### src/verilog/otgtm_cfg.svh
// constants of the on-the-go timers and event enables: command codes, fields, timing
`ifndef OTGTM_CFG_SVH
`define OTGTM_CFG_SVH

// command codes: read codes have bit 7 clear, write codes have it set
`define OTGTM_CMD_RD_EVENT 8'h68
`define OTGTM_CMD_WR_EVENT 8'hE8
`define OTGTM_CMD_RD_IEN 8'h69
`define OTGTM_CMD_WR_IEN 8'hE9
`define OTGTM_CMD_RD_CDT 8'h6A
`define OTGTM_CMD_WR_CDT 8'hEA
`define OTGTM_CMD_RD_ELT 8'h6C
`define OTGTM_CMD_WR_ELT 8'hEC

// field positions
`define OTGTM_RUN_BIT 31
`define OTGTM_VAL_MSB 23
`define OTGTM_NUM_STATUS 7
`define OTGTM_TMR_FLAG_BIT 10
`define OTGTM_BIT_SUSPEND 6
`define OTGTM_BIT_REMOTE_CONNECT_STATUS 5
`define OTGTM_BIT_B_SESSION_VALID 4
`define OTGTM_BIT_A_SESSION_VALID 3
`define OTGTM_BIT_B_SESSION_END 2
`define OTGTM_BIT_A_VBUS_VALID 1
`define OTGTM_BIT_ID_PIN 0

// implemented bits of the enable and event registers (bits 6..0 and 10)
`define OTGTM_EVT_MASK 16'h047F

// reset values
`define OTGTM_RST_16 16'h0000
`define OTGTM_RST_24 24'h000000

// counter limits
`define OTGTM_CNT_FULL 24'hFFFFFF
`define OTGTM_CNT_NEAR_FULL 24'hFFFFFE
`define OTGTM_CNT_ONE 24'h000001

// timing: one tick is 0.01 ms, the core clock period is 8 ns
`define OTGTM_TICK_NS 10000
`define OTGTM_CLK_NS 8
`define OTGTM_TICK_CYCLES ((`OTGTM_TICK_NS) / (`OTGTM_CLK_NS))
`define OTGTM_TICK_CW 11

`endif

### src/verilog/otgtm_pkg.sv
// state types of the on-the-go timer block
`include "otgtm_cfg.svh"

package otgtm_pkg;

  // tick prescaler state
  typedef struct packed {
    logic [`OTGTM_TICK_CW-1:0] cnt;
    logic tick;
  } otgtm_presc_t;

  // status synchroniser and change detector state
  typedef struct packed {
    logic [`OTGTM_NUM_STATUS-1:0] s1;
    logic [`OTGTM_NUM_STATUS-1:0] s2;
    logic [`OTGTM_NUM_STATUS-1:0] s3;
    logic [`OTGTM_NUM_STATUS-1:0] stable;
    logic [1:0] fill;
    logic [`OTGTM_NUM_STATUS-1:0] chg;
  } otgtm_sync_t;

  // main block state
  typedef struct packed {
    logic [15:0] ien;
    logic [15:0] flags;
    logic cdt_run;
    logic [23:0] cdt_load;
    logic [23:0] cdt_cnt;
    logic elt_run;
    logic [23:0] elt_cnt;
    logic [31:0] rdata;
    logic rvalid;
    logic irq;
  } otgtm_state_t;

endpackage

### src/verilog/otgtm_tick_gen.sv
// prescaler that makes the shared ten-microsecond tick from the core clock
`timescale 1ns/1ns
`include "otgtm_cfg.svh"

module otgtm_tick_gen #(
  parameter int unsigned DIV = `OTGTM_TICK_CYCLES
) (
  input wire logic clk,
  input wire logic rst,
  output logic tick
);

  otgtm_pkg::otgtm_presc_t st_r;
  otgtm_pkg::otgtm_presc_t st_nxt;

  // free-running divider, one-cycle tick at the end of each period
  always_comb begin
    st_nxt = st_r;
    st_nxt.tick = 1'b0;
    if (st_r.cnt == `OTGTM_TICK_CW'(DIV - 1)) begin
      st_nxt.cnt = '0;
      st_nxt.tick = 1'b1;
    end else begin
      st_nxt.cnt = st_r.cnt + `OTGTM_TICK_CW'(1);
    end
  end

  always_ff @(posedge clk) begin
    if (rst) begin
      st_r <= '0;
    end else begin
      st_r <= st_nxt;
    end
  end

  assign tick = st_r.tick;

endmodule

### src/verilog/otgtm_status_sync.sv
// three-stage synchroniser and change detector for the on-the-go status levels
`timescale 1ns/1ns
`include "otgtm_cfg.svh"

module otgtm_status_sync (
  input wire logic clk,
  input wire logic rst,
  input wire logic [`OTGTM_NUM_STATUS-1:0] level_in,
  output logic [`OTGTM_NUM_STATUS-1:0] change
);

  otgtm_pkg::otgtm_sync_t st_r;
  otgtm_pkg::otgtm_sync_t st_nxt;

  // a level counts once stages two and three agree; stage one feeds stage two only
  always_comb begin
    st_nxt = st_r;
    st_nxt.s1 = level_in;
    st_nxt.s2 = st_r.s1;
    st_nxt.s3 = st_r.s2;
    st_nxt.chg = '0;
    if (st_r.fill != 2'h3) begin
      // pipeline still holds reset zeros: seed the level, so a pin that idles
      // high does not look like an edge just after reset
      st_nxt.fill = st_r.fill + 2'h1;
      st_nxt.stable = st_r.s2;
    end else begin
      for (int i = 0; i < `OTGTM_NUM_STATUS; i++) begin
        if (st_r.s2[i] == st_r.s3[i]) begin
          st_nxt.stable[i] = st_r.s3[i];
          if (st_r.s3[i] != st_r.stable[i]) begin
            st_nxt.chg[i] = 1'b1;
          end
        end
      end
    end
  end

  always_ff @(posedge clk) begin
    if (rst) begin
      st_r <= '0;
    end else begin
      st_r <= st_nxt;
    end
  end

  assign change = st_r.chg;

endmodule

### src/verilog/otgtm_top.sv
// on-the-go event enables, one-shot countdown timer and elapsed-time counter
//
// Notes on behaviour
// - suspend-change enable bit gates the bus suspend change interrupt.
// - remote-connect enable bit gates the remote-connection change interrupt.
// - enables 4..0 gate session, vbus and id-pin change interrupts.
// - writing run bit 1 loads the initial value and starts counting.
// - writing run bit 0 halts the countdown at once, no time-out.
// - on time-out the countdown run bit clears itself.
// - countdown initial value is a 24-bit read-write field, bits 23..0.
// - each countdown count is one 0.01 ms tick.
// - writing run bit 1 starts the elapsed counter from zero.
// - at all-ones the elapsed counter clears its run bit, no wrap.
// - writing run bit 0 stops the elapsed counter.
// - any enabled pending event stops the elapsed counter, keeping its count.
// - elapsed register bits 23..0 are read-only and return the count.
// - elapsed counter advances once per 0.01 ms tick.
// - enable bit 10 gates the countdown time-out interrupt.
// - event flags clear on writing 1, writing 0 leaves them.
`timescale 1ns/1ns
`include "otgtm_cfg.svh"

module otgtm_top #(
  parameter int unsigned TICK_DIV = `OTGTM_TICK_CYCLES
) (
  input wire logic CORE_CLK,
  input wire logic RST,
  input wire logic [7:0] CMD_CODE,
  input wire logic CMD_WR,
  input wire logic CMD_RD,
  input wire logic [31:0] CMD_WDATA,
  output logic [31:0] CMD_RDATA,
  output logic CMD_RVALID,
  input wire logic BUS_SUSPEND,
  input wire logic REMOTE_CONNECT_STATUS,
  input wire logic B_SESSION_VALID,
  input wire logic A_SESSION_VALID,
  input wire logic B_SESSION_END,
  input wire logic A_VBUS_VALID,
  input wire logic ID_PIN_STATE,
  output logic OTG_IRQ
);

  otgtm_pkg::otgtm_state_t st_r;
  otgtm_pkg::otgtm_state_t st_nxt;

  logic tick;
  logic [`OTGTM_NUM_STATUS-1:0] status_lvl;
  logic [`OTGTM_NUM_STATUS-1:0] status_chg;

  // status levels in event-bit order
  always_comb begin
    status_lvl = '0;
    status_lvl[`OTGTM_BIT_SUSPEND] = BUS_SUSPEND;
    status_lvl[`OTGTM_BIT_REMOTE_CONNECT_STATUS] = REMOTE_CONNECT_STATUS;
    status_lvl[`OTGTM_BIT_B_SESSION_VALID] = B_SESSION_VALID;
    status_lvl[`OTGTM_BIT_A_SESSION_VALID] = A_SESSION_VALID;
    status_lvl[`OTGTM_BIT_B_SESSION_END] = B_SESSION_END;
    status_lvl[`OTGTM_BIT_A_VBUS_VALID] = A_VBUS_VALID;
    status_lvl[`OTGTM_BIT_ID_PIN] = ID_PIN_STATE;
  end

  // status pins are asynchronous to the core clock
  otgtm_status_sync u_sync (
    .clk(CORE_CLK),
    .rst(RST),
    .level_in(status_lvl),
    .change(status_chg)
  );

  // shared tick; free running, so the first count after a start lands anywhere
  // within one tick period, an error of at most 0.01 ms
  otgtm_tick_gen #(
    .DIV(TICK_DIV)
  ) u_tick (
    .clk(CORE_CLK),
    .rst(RST),
    .tick(tick)
  );

  // command decode
  logic wr_evt;
  logic wr_ien;
  logic wr_cdt;
  logic wr_elt;
  logic [15:0] evt_set;
  logic [15:0] evt_clr;
  logic evt_hit;
  logic timeout;

  always_comb begin
    wr_evt = CMD_WR && (CMD_CODE == `OTGTM_CMD_WR_EVENT);
    wr_ien = CMD_WR && (CMD_CODE == `OTGTM_CMD_WR_IEN);
    wr_cdt = CMD_WR && (CMD_CODE == `OTGTM_CMD_WR_CDT);
    wr_elt = CMD_WR && (CMD_CODE == `OTGTM_CMD_WR_ELT);
  end

  // next-state logic for all registers of the block
  always_comb begin
    st_nxt = st_r;
    st_nxt.rvalid = 1'b0;
    timeout = 1'b0;
    evt_set = '0;
    evt_clr = '0;

    // enable register: only bits 6..0 and 10 exist, the rest read zero
    if (wr_ien) begin
      st_nxt.ien = CMD_WDATA[15:0] & `OTGTM_EVT_MASK;
    end

    // countdown timer; a write always wins over a tick in the same cycle
    if (wr_cdt) begin
      st_nxt.cdt_load = CMD_WDATA[`OTGTM_VAL_MSB:0];
      st_nxt.cdt_run = CMD_WDATA[`OTGTM_RUN_BIT];
      if (CMD_WDATA[`OTGTM_RUN_BIT]) begin
        st_nxt.cdt_cnt = CMD_WDATA[`OTGTM_VAL_MSB:0];
      end
      // a stop write drops the run bit and never reports time-out
    end else if (st_r.cdt_run && tick) begin
      if (st_r.cdt_cnt <= `OTGTM_CNT_ONE) begin
        // a load of zero or one expires on the first tick
        st_nxt.cdt_cnt = `OTGTM_RST_24;
        st_nxt.cdt_run = 1'b0;
        timeout = 1'b1;
      end else begin
        st_nxt.cdt_cnt = st_r.cdt_cnt - `OTGTM_CNT_ONE;
      end
    end

    // event flags: hardware set wins over a software clear in the same cycle
    evt_set[`OTGTM_NUM_STATUS-1:0] = status_chg;
    evt_set[`OTGTM_TMR_FLAG_BIT] = timeout;
    if (wr_evt) begin
      evt_clr = CMD_WDATA[15:0];
    end
    st_nxt.flags = ((st_r.flags & ~evt_clr) | evt_set) & `OTGTM_EVT_MASK;

    // elapsed counter; pending enabled events are judged on registered state
    evt_hit = |(st_r.flags & st_r.ien);
    if (wr_elt) begin
      st_nxt.elt_run = CMD_WDATA[`OTGTM_RUN_BIT];
      if (CMD_WDATA[`OTGTM_RUN_BIT]) begin
        st_nxt.elt_cnt = `OTGTM_RST_24;
      end
    end else if (st_r.elt_run && evt_hit) begin
      // count is frozen, so the read-back field holds the captured value
      st_nxt.elt_run = 1'b0;
    end else if (st_r.elt_run && tick) begin
      st_nxt.elt_cnt = st_r.elt_cnt + `OTGTM_CNT_ONE;
      if (st_r.elt_cnt == `OTGTM_CNT_NEAR_FULL) begin
        st_nxt.elt_run = 1'b0;
      end
    end else if (st_r.elt_run && (st_r.elt_cnt == `OTGTM_CNT_FULL)) begin
      st_nxt.elt_run = 1'b0;
    end

    // interrupt request follows the gated flags of the next state
    st_nxt.irq = |(st_nxt.flags & st_nxt.ien);

    // read port: data one cycle after the strobe, unknown codes return zero
    if (CMD_RD) begin
      st_nxt.rvalid = 1'b1;
      case (CMD_CODE)
        `OTGTM_CMD_RD_EVENT: begin
          st_nxt.rdata = {16'h0000, st_r.flags};
        end
        `OTGTM_CMD_RD_IEN: begin
          st_nxt.rdata = {16'h0000, st_r.ien};
        end
        `OTGTM_CMD_RD_CDT: begin
          st_nxt.rdata = {st_r.cdt_run, 7'h00, st_r.cdt_load};
        end
        `OTGTM_CMD_RD_ELT: begin
          st_nxt.rdata = {st_r.elt_run, 7'h00, st_r.elt_cnt};
        end
        default: begin
          st_nxt.rdata = 32'h00000000;
        end
      endcase
    end
  end

  // single state register; reset clears run bits, counters and enables
  always_ff @(posedge CORE_CLK) begin
    if (RST) begin
      st_r <= '0;
    end else begin
      st_r <= st_nxt;
    end
  end

  assign CMD_RDATA = st_r.rdata;
  assign CMD_RVALID = st_r.rvalid;
  assign OTG_IRQ = st_r.irq;

endmodule

### config.mk
export PLATFORM = sky130hd
export DESIGN_NAME = otgtm_top
export DESIGN_NICKNAME = d
export VERILOG_FILES = /design/src/verilog/otgtm_pkg.sv /design/src/verilog/otgtm_tick_gen.sv /design/src/verilog/otgtm_status_sync.sv /design/src/verilog/otgtm_top.sv
export VERILOG_INCLUDE_DIRS = /design/src /design/src/verilog
export SDC_FILE = /design/constraint.sdc
export NUM_CORES = 1
export LEC_CHECK = 0
export BUFFER_PORTS_ARGS = -buffer_cell sky130_fd_sc_hd__buf_2
export CAP_MARGIN = 5
export CORE_MARGIN = 5
export CORE_UTILIZATION = 53
export DETAILED_ROUTE_END_ITERATION = 7
export PLACE_DENSITY_LB_ADDON = 0.08
export RECOVER_POWER = 25
export SYNTH_ARGS = -nofsm -noshare
export SYNTH_HDL_FRONTEND = slang
export SYNTH_SLANG_ARGS = --single-unit
export TNS_END_PERCENT = 5
### constraint.sdc
create_clock -name CORE_CLK -period 5.8 [get_ports CORE_CLK]
set_input_delay 1.16 -clock CORE_CLK [delete_from_list [all_inputs] [get_ports CORE_CLK]]
set_output_delay 1.16 -clock CORE_CLK [all_outputs]
set_load 0.03 [all_outputs]
==> results.md, run 1 <==
- Worst Reg2Reg Path Length in Cells: 9
- Post-route fraction of the period consumed by the critical path: 62.3%
- Pin slew with the least headroom to its limit: 1.54 ns
- Type of the most critical hold path: reg -> reg
- Critical path endpoint category: register
- Setup TNS: 0 ns
- Overall power of the completed layout: 2360 µW
- Reg clk slew, reported paths: 0.07 ns
- Leakage power summed over all cells: 0.00295 µW
- Sequential cell area: 3320 µm²
- Worst voltage drop across the vdd grid: 0.000232 V
- Worst setup skew after layout: 0.00810 ns
- Wire length of the first global-routing pass: 29700 µm
- Clock Sinks: 166
- Hold-fix buffers at CTS: 0
- Num CTS Buffers: 17
- Number of DRC markers in iteration 0: 572
- HPWL after detailed placement: 12700 µm
- Fin. max-slew vios: 37
- Via count of the first global-routing pass: 6063
- Total global routing track utilization: 22.5%
- Category of the critical setup timing path: in -> reg
- Maximum number of pins on one net before global-route repair: 87
- H-tree levels: 4
- Violated checks: max-capacitance violations, max-slew violations
- Final hold viol count: 0
- Via density per instance: 5.78
- Filler Cells Inserted: 1237
- Max-cap violation count: 1
- Area of the multi-input gates: 3630 µm²
- Number of I/O pins: 85
- Beginning of the worst hold path: u_sync.st_nxt[25]$_SDFF_PP0_
- CP Launch Type: input port
- Diodes inserted: 0
- Highest attainable clock frequency: 277 MHz
- Number of unique standard cell types used by synthesis: 58
- Initial Util: 53.7%
- Data arrival time at the worst-slack endpoint: 3.95 ns
- Final estimated routing congestion in global placement: 0.852
- Min Clock Period, post-route: 3.61 ns
- Dominant register cell in the synthesized netlist: dfxtp_1
- Most frequent cells in the layout: dfxtp_1 (166), nor2_1 (119), a21oi_1 (102), nand2_1 (87), buf_2 (69)
- Setup violation total in the final timing report: 0
- Number of cells on the worst hold path: 1
- Source-to-sink clock delay at the later pin of the worst-skew pair: 0.43 ns
- Grt ovf: 0
- Number of enable-type register cells in the synthesized netlist: 0
- I/O Buffers: 70
- Cell area power density: 288 nW/µm²
- Root buf cell: clkbuf_16
- Via count: 6382
- Number of buffers added for setup after CTS: 0
- Post-cts gate resize count: 0
- Routed wire length: 18200 µm
- Area of the die: 16500 µm²
- Placement Rows: 43
- Max-Slew Margin vs Limit: -2.85%
- Worst-path maximum fanout: 28
- Core area: 13800 µm²
- Sequential fraction of the synthesis area: 44.8%
- Flip-flop and latch count after synthesis: 166
- Critical register-to-register path startpoint: st_r[59]$_SDFFE_PP0P_
- TritonCTS clock tree: built
- Gate count of the mapped netlist: 887
- Fraction of final layout cells sized beyond drive strength 1: 13.7%
- Result of the run: complete, but fails checks
- Most frequent standard cell in the layout excluding fill and tap cells: dfxtp_1
- Layout Area Growth over Synthesis: 10.7%
- 1st-pass router iterations: 5
- Chip height: 128 µm
- Maximum root-to-sink buffer count: 2
- Total number of yosys warnings: 0
- Critical Path Start: CMD_CODE[4]
- Required time of the worst setup path: 6.14 ns
- Die width: 128 µm
- Nets: 970
- Remaining antenna violation count after routing: 0
- Initial antenna violation count: 0
- Netlist area before placement: 7420 µm²
- Drc violations: 0
- Post-Synthesis Mean Instance Area: 8.37 µm²
- Fraction of registers with async set/reset: 0%
- Routed WL per cell: 16.5 µm
- RSZ-0062 raised after global routing: false
## layout make-up
class | instances | area share (%)
multi-input cells | 635 | 44.1
flip-flops and latches | 166 | 40.4
clock buffers | 19 | 5.51
repair buffers | 77 | 4.84
well taps | 180 | 2.74
clock inverters | 13 | 1.64
inverters | 15 | 0.685
## cells by family (layout without fill, tap and decap cells)
group | count (synthesis) | count (layout) | share of synthesized area (%)
compound gates | 237 | 237 | 19.5
xor+xnor | 28 | 28 | 3.30
fa+ha+maj | 8 | 8 | 1.31
buf+inv | 92 | 124 | 6.83
flops | 166 | 166 | 44.8
mux | 10 | 10 | 1.35
other cells | 1 | 7 | 0.0505
simple gates | 345 | 345 | 22.9
## worst max-delay path: stages
cell	delay [ns]
buf_2	0.09
nand3b_1	0.43
or3_1	0.49
buf_4	0.25
and3_1	0.24
a21oi_1	0.83
o21ai_0	0.25
o22ai_1	0.20
## where the power goes
part | switching, µW | internal [µW]
clock | 489 | 627
sequential | 9.23 | 1150
combinational | 56.8 | 28.5
total | 555 | 1810
## cell usage after synthesis (11+ instances only)
master,count,area [µm²]
dfxtp_1,166,3320
o21ai_0,37,185
clkbuf_1,35,131
xor2_1,16,140
a21oi_1,102,510
inv_1,13,48.8
nand3_1,20,100
nand4_1,14,87.6
xnor2_1,12,105
a22oi_1,42,315
buf_4,32,240
nor4_1,11,68.8
nor2_1,119,447
nor3_1,15,75.1
nor2b_1,21,131
a21boi_0,13,97.6
nand2_1,87,327
## state kept, by name, summed over array words and instances (netlist names)
signal	flops
st_r	90
CMD_RDATA	25
CMD_RVALID	1
u_sync.change	7
OTG_IRQ	1
u_sync.st_nxt	14
u_tick.st_r	11
u_tick.tick	1
u_sync.st_r	16
## metrics by stage
| step | util [%] | hold WS [ns] | setup WS (ns) | cell area (µm²) | std cells |
|---|---|---|---|---|---|
| final | 59.4 | 0.436 | 2.19 | 8220 | 1105 |
| after global routing | 59.4 | 0.454 | 1.97 | 8220 | 1105 |
| after CTS | 59.5 | 0.441 | 2.22 | 8230 | 1105 |
| after detailed placement | 55.2 | 0.425 | 1.76 | 7640 | 1073 |
| after global placement | 55.2 | 0.417 | 1.86 | 7640 | 1073 |
| after floorplan | - | 0.414 | 2.64 | 7450 | 893 |
## worst paths after layout
kind	to	slack (ns)
worst max-delay path	st_r[79]$_SDFFE_PP0P_	2.19
worst min-delay path	u_sync.st_nxt[18]$_SDFF_PP0_	0.44
worst max register to register	st_r[76]$_SDFFE_PP0P_	2.78
worst min register to register	u_sync.st_nxt[18]$_SDFF_PP0_	0.44
## metal layers
layer,part of all wire (%),GRT usage (%)
met1,44,28.7
met2,48,37.4
met3,5.4,4.61
met4,2.3,9.24
met5,0,0
Note: power is estimated with default switching activity, not from simulation.
==> inputs of run 2 (changes only) <==
==> constraint.sdc (replaced) <==
create_clock -name CORE_CLK -period 2.9 [get_ports CORE_CLK]
set_input_delay 0.58 -clock CORE_CLK [delete_from_list [all_inputs] [get_ports CORE_CLK]]
set_output_delay 0.58 -clock CORE_CLK [all_outputs]
set_load 0.03 [all_outputs]
==> run 2 against run 1 <==
Die area unchanged. Sequential share of layout area down 0.45 points. Power increased by 98%. Global-route usage grew 0.54 points. Clock power rose by 96%. Critical path depth down 1. Non-clock buffer count up 15. Clock skew is 0.00073 ns higher. Count of clock-buffer cells in the layout grew 1. Critical path type is now reg -> reg. The flow still finishes with violations (max-capacitance violations, max-slew violations). Critical endpoint is now st_r[80]$_SDFFE_PP0P_. Sequential cell count is the same. First-iteration DRC count down 2.4%.
==> results.md, run 2 (synthesis results as in run 1) <==
- Max-Slew Margin vs Limit: -39.2% (-36 points)
- Worst voltage drop across the vdd grid: 0.000438 V (+89%)
- Final hold viol count: 0 (unchanged)
- Chip height: 128 µm (unchanged)
- HPWL after detailed placement: 13200 µm (+3.6%)
- Initial Util: 53.7% (unchanged)
- Num CTS Buffers: 17 (unchanged)
- Maximum number of pins on one net before global-route repair: 73 (-16%)
- Pin slew with the least headroom to its limit: 2.09 ns (+0.545 ns)
- CP Launch Type: register
- Max-cap violation count: 1 (unchanged)
- Diodes inserted: 0 (unchanged)
- Critical path endpoint category: register
- Setup TNS: 0 ns (unchanged)
- Min Clock Period, post-route: 2.59 ns
- Largest stage delay, worst path: 0.40 ns (-0.43 ns)
- Category of the critical setup timing path: reg -> reg
- Leakage power summed over all cells: 0.00294 µW (about the same)
- Source-to-sink clock delay at the later pin of the worst-skew pair: 0.43 ns (about the same)
- Routed wire length: 18500 µm (+1.8%)
- Die width: 128 µm (unchanged)
- Top reg by flops: st_r
- Buffering stage count on the worst path with inverters included: 1 (-1)
- Required time of the worst setup path: 3.16 ns (-2.98 ns)
- 1st-pass router iterations: 5 (unchanged)
- Drc violations: 0 (unchanged)
- RSZ-0062 raised after global routing: false
- Data arrival time at the worst-slack endpoint: 2.85 ns (-1.10 ns)
- I/O Buffers: 70 (unchanged)
- Critical register-to-register path startpoint: st_r[69]$_SDFFE_PP0P_
- Cell area power density: 564 nW/µm² (+96%)
- Maximum root-to-sink buffer count: 2 (unchanged)
- Fin. max-slew vios: 49 (+32%)
- Post-cts gate resize count: 0 (unchanged)
- Worst-path maximum fanout: 37 (+32%)
- Remaining antenna violation count after routing: 0 (unchanged)
- Slowest CP cell: o41ai_4
- WHS Endpoint: u_sync.st_nxt[23]$_SDFF_PP0_
- Cells along the critical path: nor4_2 > nand2b_1 > o41ai_4 > buf_4 > nor3_2 > a21boi_0 > o22ai_1
- Detail Route met3 WL: 1080 µm (+11%)
- Fraction of final layout cells sized beyond drive strength 1: 13.4% (-0.33 points)
- Worst hold-check slack: 0.361 ns (-0.0750 ns)
- Core area: 13800 µm² (unchanged)
- Total global routing track utilization: 23.0% (+0.54 points)
- Placed Cells incl. Taps: 1088 (+1.4%)
- Number of non-filler instances in the completed layout: 1120 (+1.4%)
- Clock Sinks: 166 (unchanged)
- Wire length of the first global-routing pass: 30500 µm (+2.9%)
- Number of DRC markers in iteration 0: 558 (-2.4%)
- H-tree levels: 4 (unchanged)
- Flip-flop count of the largest register after layout: 90 (unchanged)
- Filler Cells Inserted: 1255 (+1.5%)
- Worst Reg2Reg Path Length in Cells: 7 (-2)
- Number of buffers added for setup after CTS: 0 (unchanged)
- Via density per instance: 5.78 (about the same)
- Area of the die: 16500 µm² (unchanged)
- Finished Core Util: 60.1% (+0.67 points)
- Nets: 985 (+1.5%)
- Beginning of the worst hold path: ID_PIN_STATE
- Hold-fix buffers at CTS: 0 (unchanged)
- Reg clk slew, reported paths: 0.06 ns (about the same)
- Grt ovf: 0 (unchanged)
- Final estimated routing congestion in global placement: 0.850 (-0.22%)
- Via count of the first global-routing pass: 6285 (+3.7%)
- Setup violation total in the final timing report: 0 (unchanged)
- Post-route fraction of the period consumed by the critical path: 89.4%
- Layout Area Growth over Synthesis: 11.9%
- R2r setup slk: 0.31 ns (-2.47 ns)
- TritonCTS clock tree: built
- Violated checks: max-capacitance violations, max-slew violations
- Via count: 6471 (+1.4%)
- Met2 routed WL: 8940 µm (+1.8%)
- Cell family with the largest share of critical-path delay: simple AND/OR/NAND/NOR gates
- Placement Rows: 43 (unchanged)
- Result of the run: complete, but fails checks
- Max Used Layer: met4
- Number of cells on the worst hold path: 2 (+1)
- Routed length on met1: 8040 µm (+0.32%)
- Highest attainable clock frequency: 386 MHz
- Initial antenna violation count: 0 (unchanged)
- Most frequent standard cell in the layout excluding fill and tap cells: dfxtp_1
- Root buf cell: clkbuf_16
- R2r endpoint: st_r[80]$_SDFFE_PP0P_
- Most frequent cells in the layout: dfxtp_1 (166), nor2_1 (119), a21oi_1 (102), nand2_1 (87), buf_2 (54)
- Worst setup skew after layout: 0.00883 ns (+0.000726 ns)
- Type of the most critical hold path: in -> reg
- Routed WL per cell: 16.5 µm (+0.48%)
- Number of I/O pins: 85 (unchanged)
==> run 2: cell count changes in the layout (fill, tap and decap cells not counted), sizes merged <==
| cell | delta |
|---|---|
| clkbuf | +17 |
| inv | -4 |
| clkinvlp | +2 |
| buf | -1 |
| clkinv | +1 |
==> run 2: worst max path at each step <==
stage / start / endpoint / depth (start not counted)
finish: st_r[69]$_SDFFE_PP0P_ / st_r[80]$_SDFFE_PP0P_ / 7
global route: st_r[69]$_SDFFE_PP0P_ / st_r[80]$_SDFFE_PP0P_ / 7
CTS: st_r[69]$_SDFFE_PP0P_ / st_r[80]$_SDFFE_PP0P_ / 7
detailed placement: CMD_CODE[4] / OTG_IRQ$_SDFF_PP0_ / 9
global placement: CMD_CODE[4] / OTG_IRQ$_SDFF_PP0_ / 9
floorplan: CMD_CODE[4] / OTG_IRQ$_SDFF_PP0_ / 7
==> run 2: worst register-to-register path, delay by kind of cell, from the launching register on <==
kind / cells / cell delay [ns]
and+or+nand+nor: 3 / 0.87
AOI/OAI and AO/OA: 3 / 0.79
buffers and inverters: 1 / 0.38
DFF: 1 / 0.39
==> run 2: per-layer routing <==
layer | vias to the layer above | GRT usage, %
met5 | - | 0
met4 | 0 | 8.68
met3 | 39 | 5.11
met2 | 235 | 37.6
met1 | 3026 | 30.0
li1 | 3171 | -
==> run 2: per-stage QoR <==
stage	power [µW]	setup slack (ns)	instance area (µm²)
3_3_place_gp	2540	0.255	7760
5_1_grt	4860	0.125	8310
6_report	4690	0.306	8310
4_1_cts	4730	0.387	8340
2_1_floorplan	2480	0.320	7450
3_5_place_dp	2550	0.188	7760
==> run 2: power by group <==
part	internal, µW	switching [µW]	leakage [µW]	total, µW
registers	2310	19.1	0.00134	2330
logic	59.1	114	0.00133	173
clock network	1240	950	0.000271	2190
==> run 2: area by class of cell <==
cell class,count,area (µm²),share of cell area [%]
inverters,15,56.3,0.678
clock inverters,12,120,1.45
clock buffers,20,457,5.50
well taps,180,225,2.71
repair buffers,92,502,6.04
flip-flops and latches,166,3320,40.0
multi-input cells,635,3630,43.6
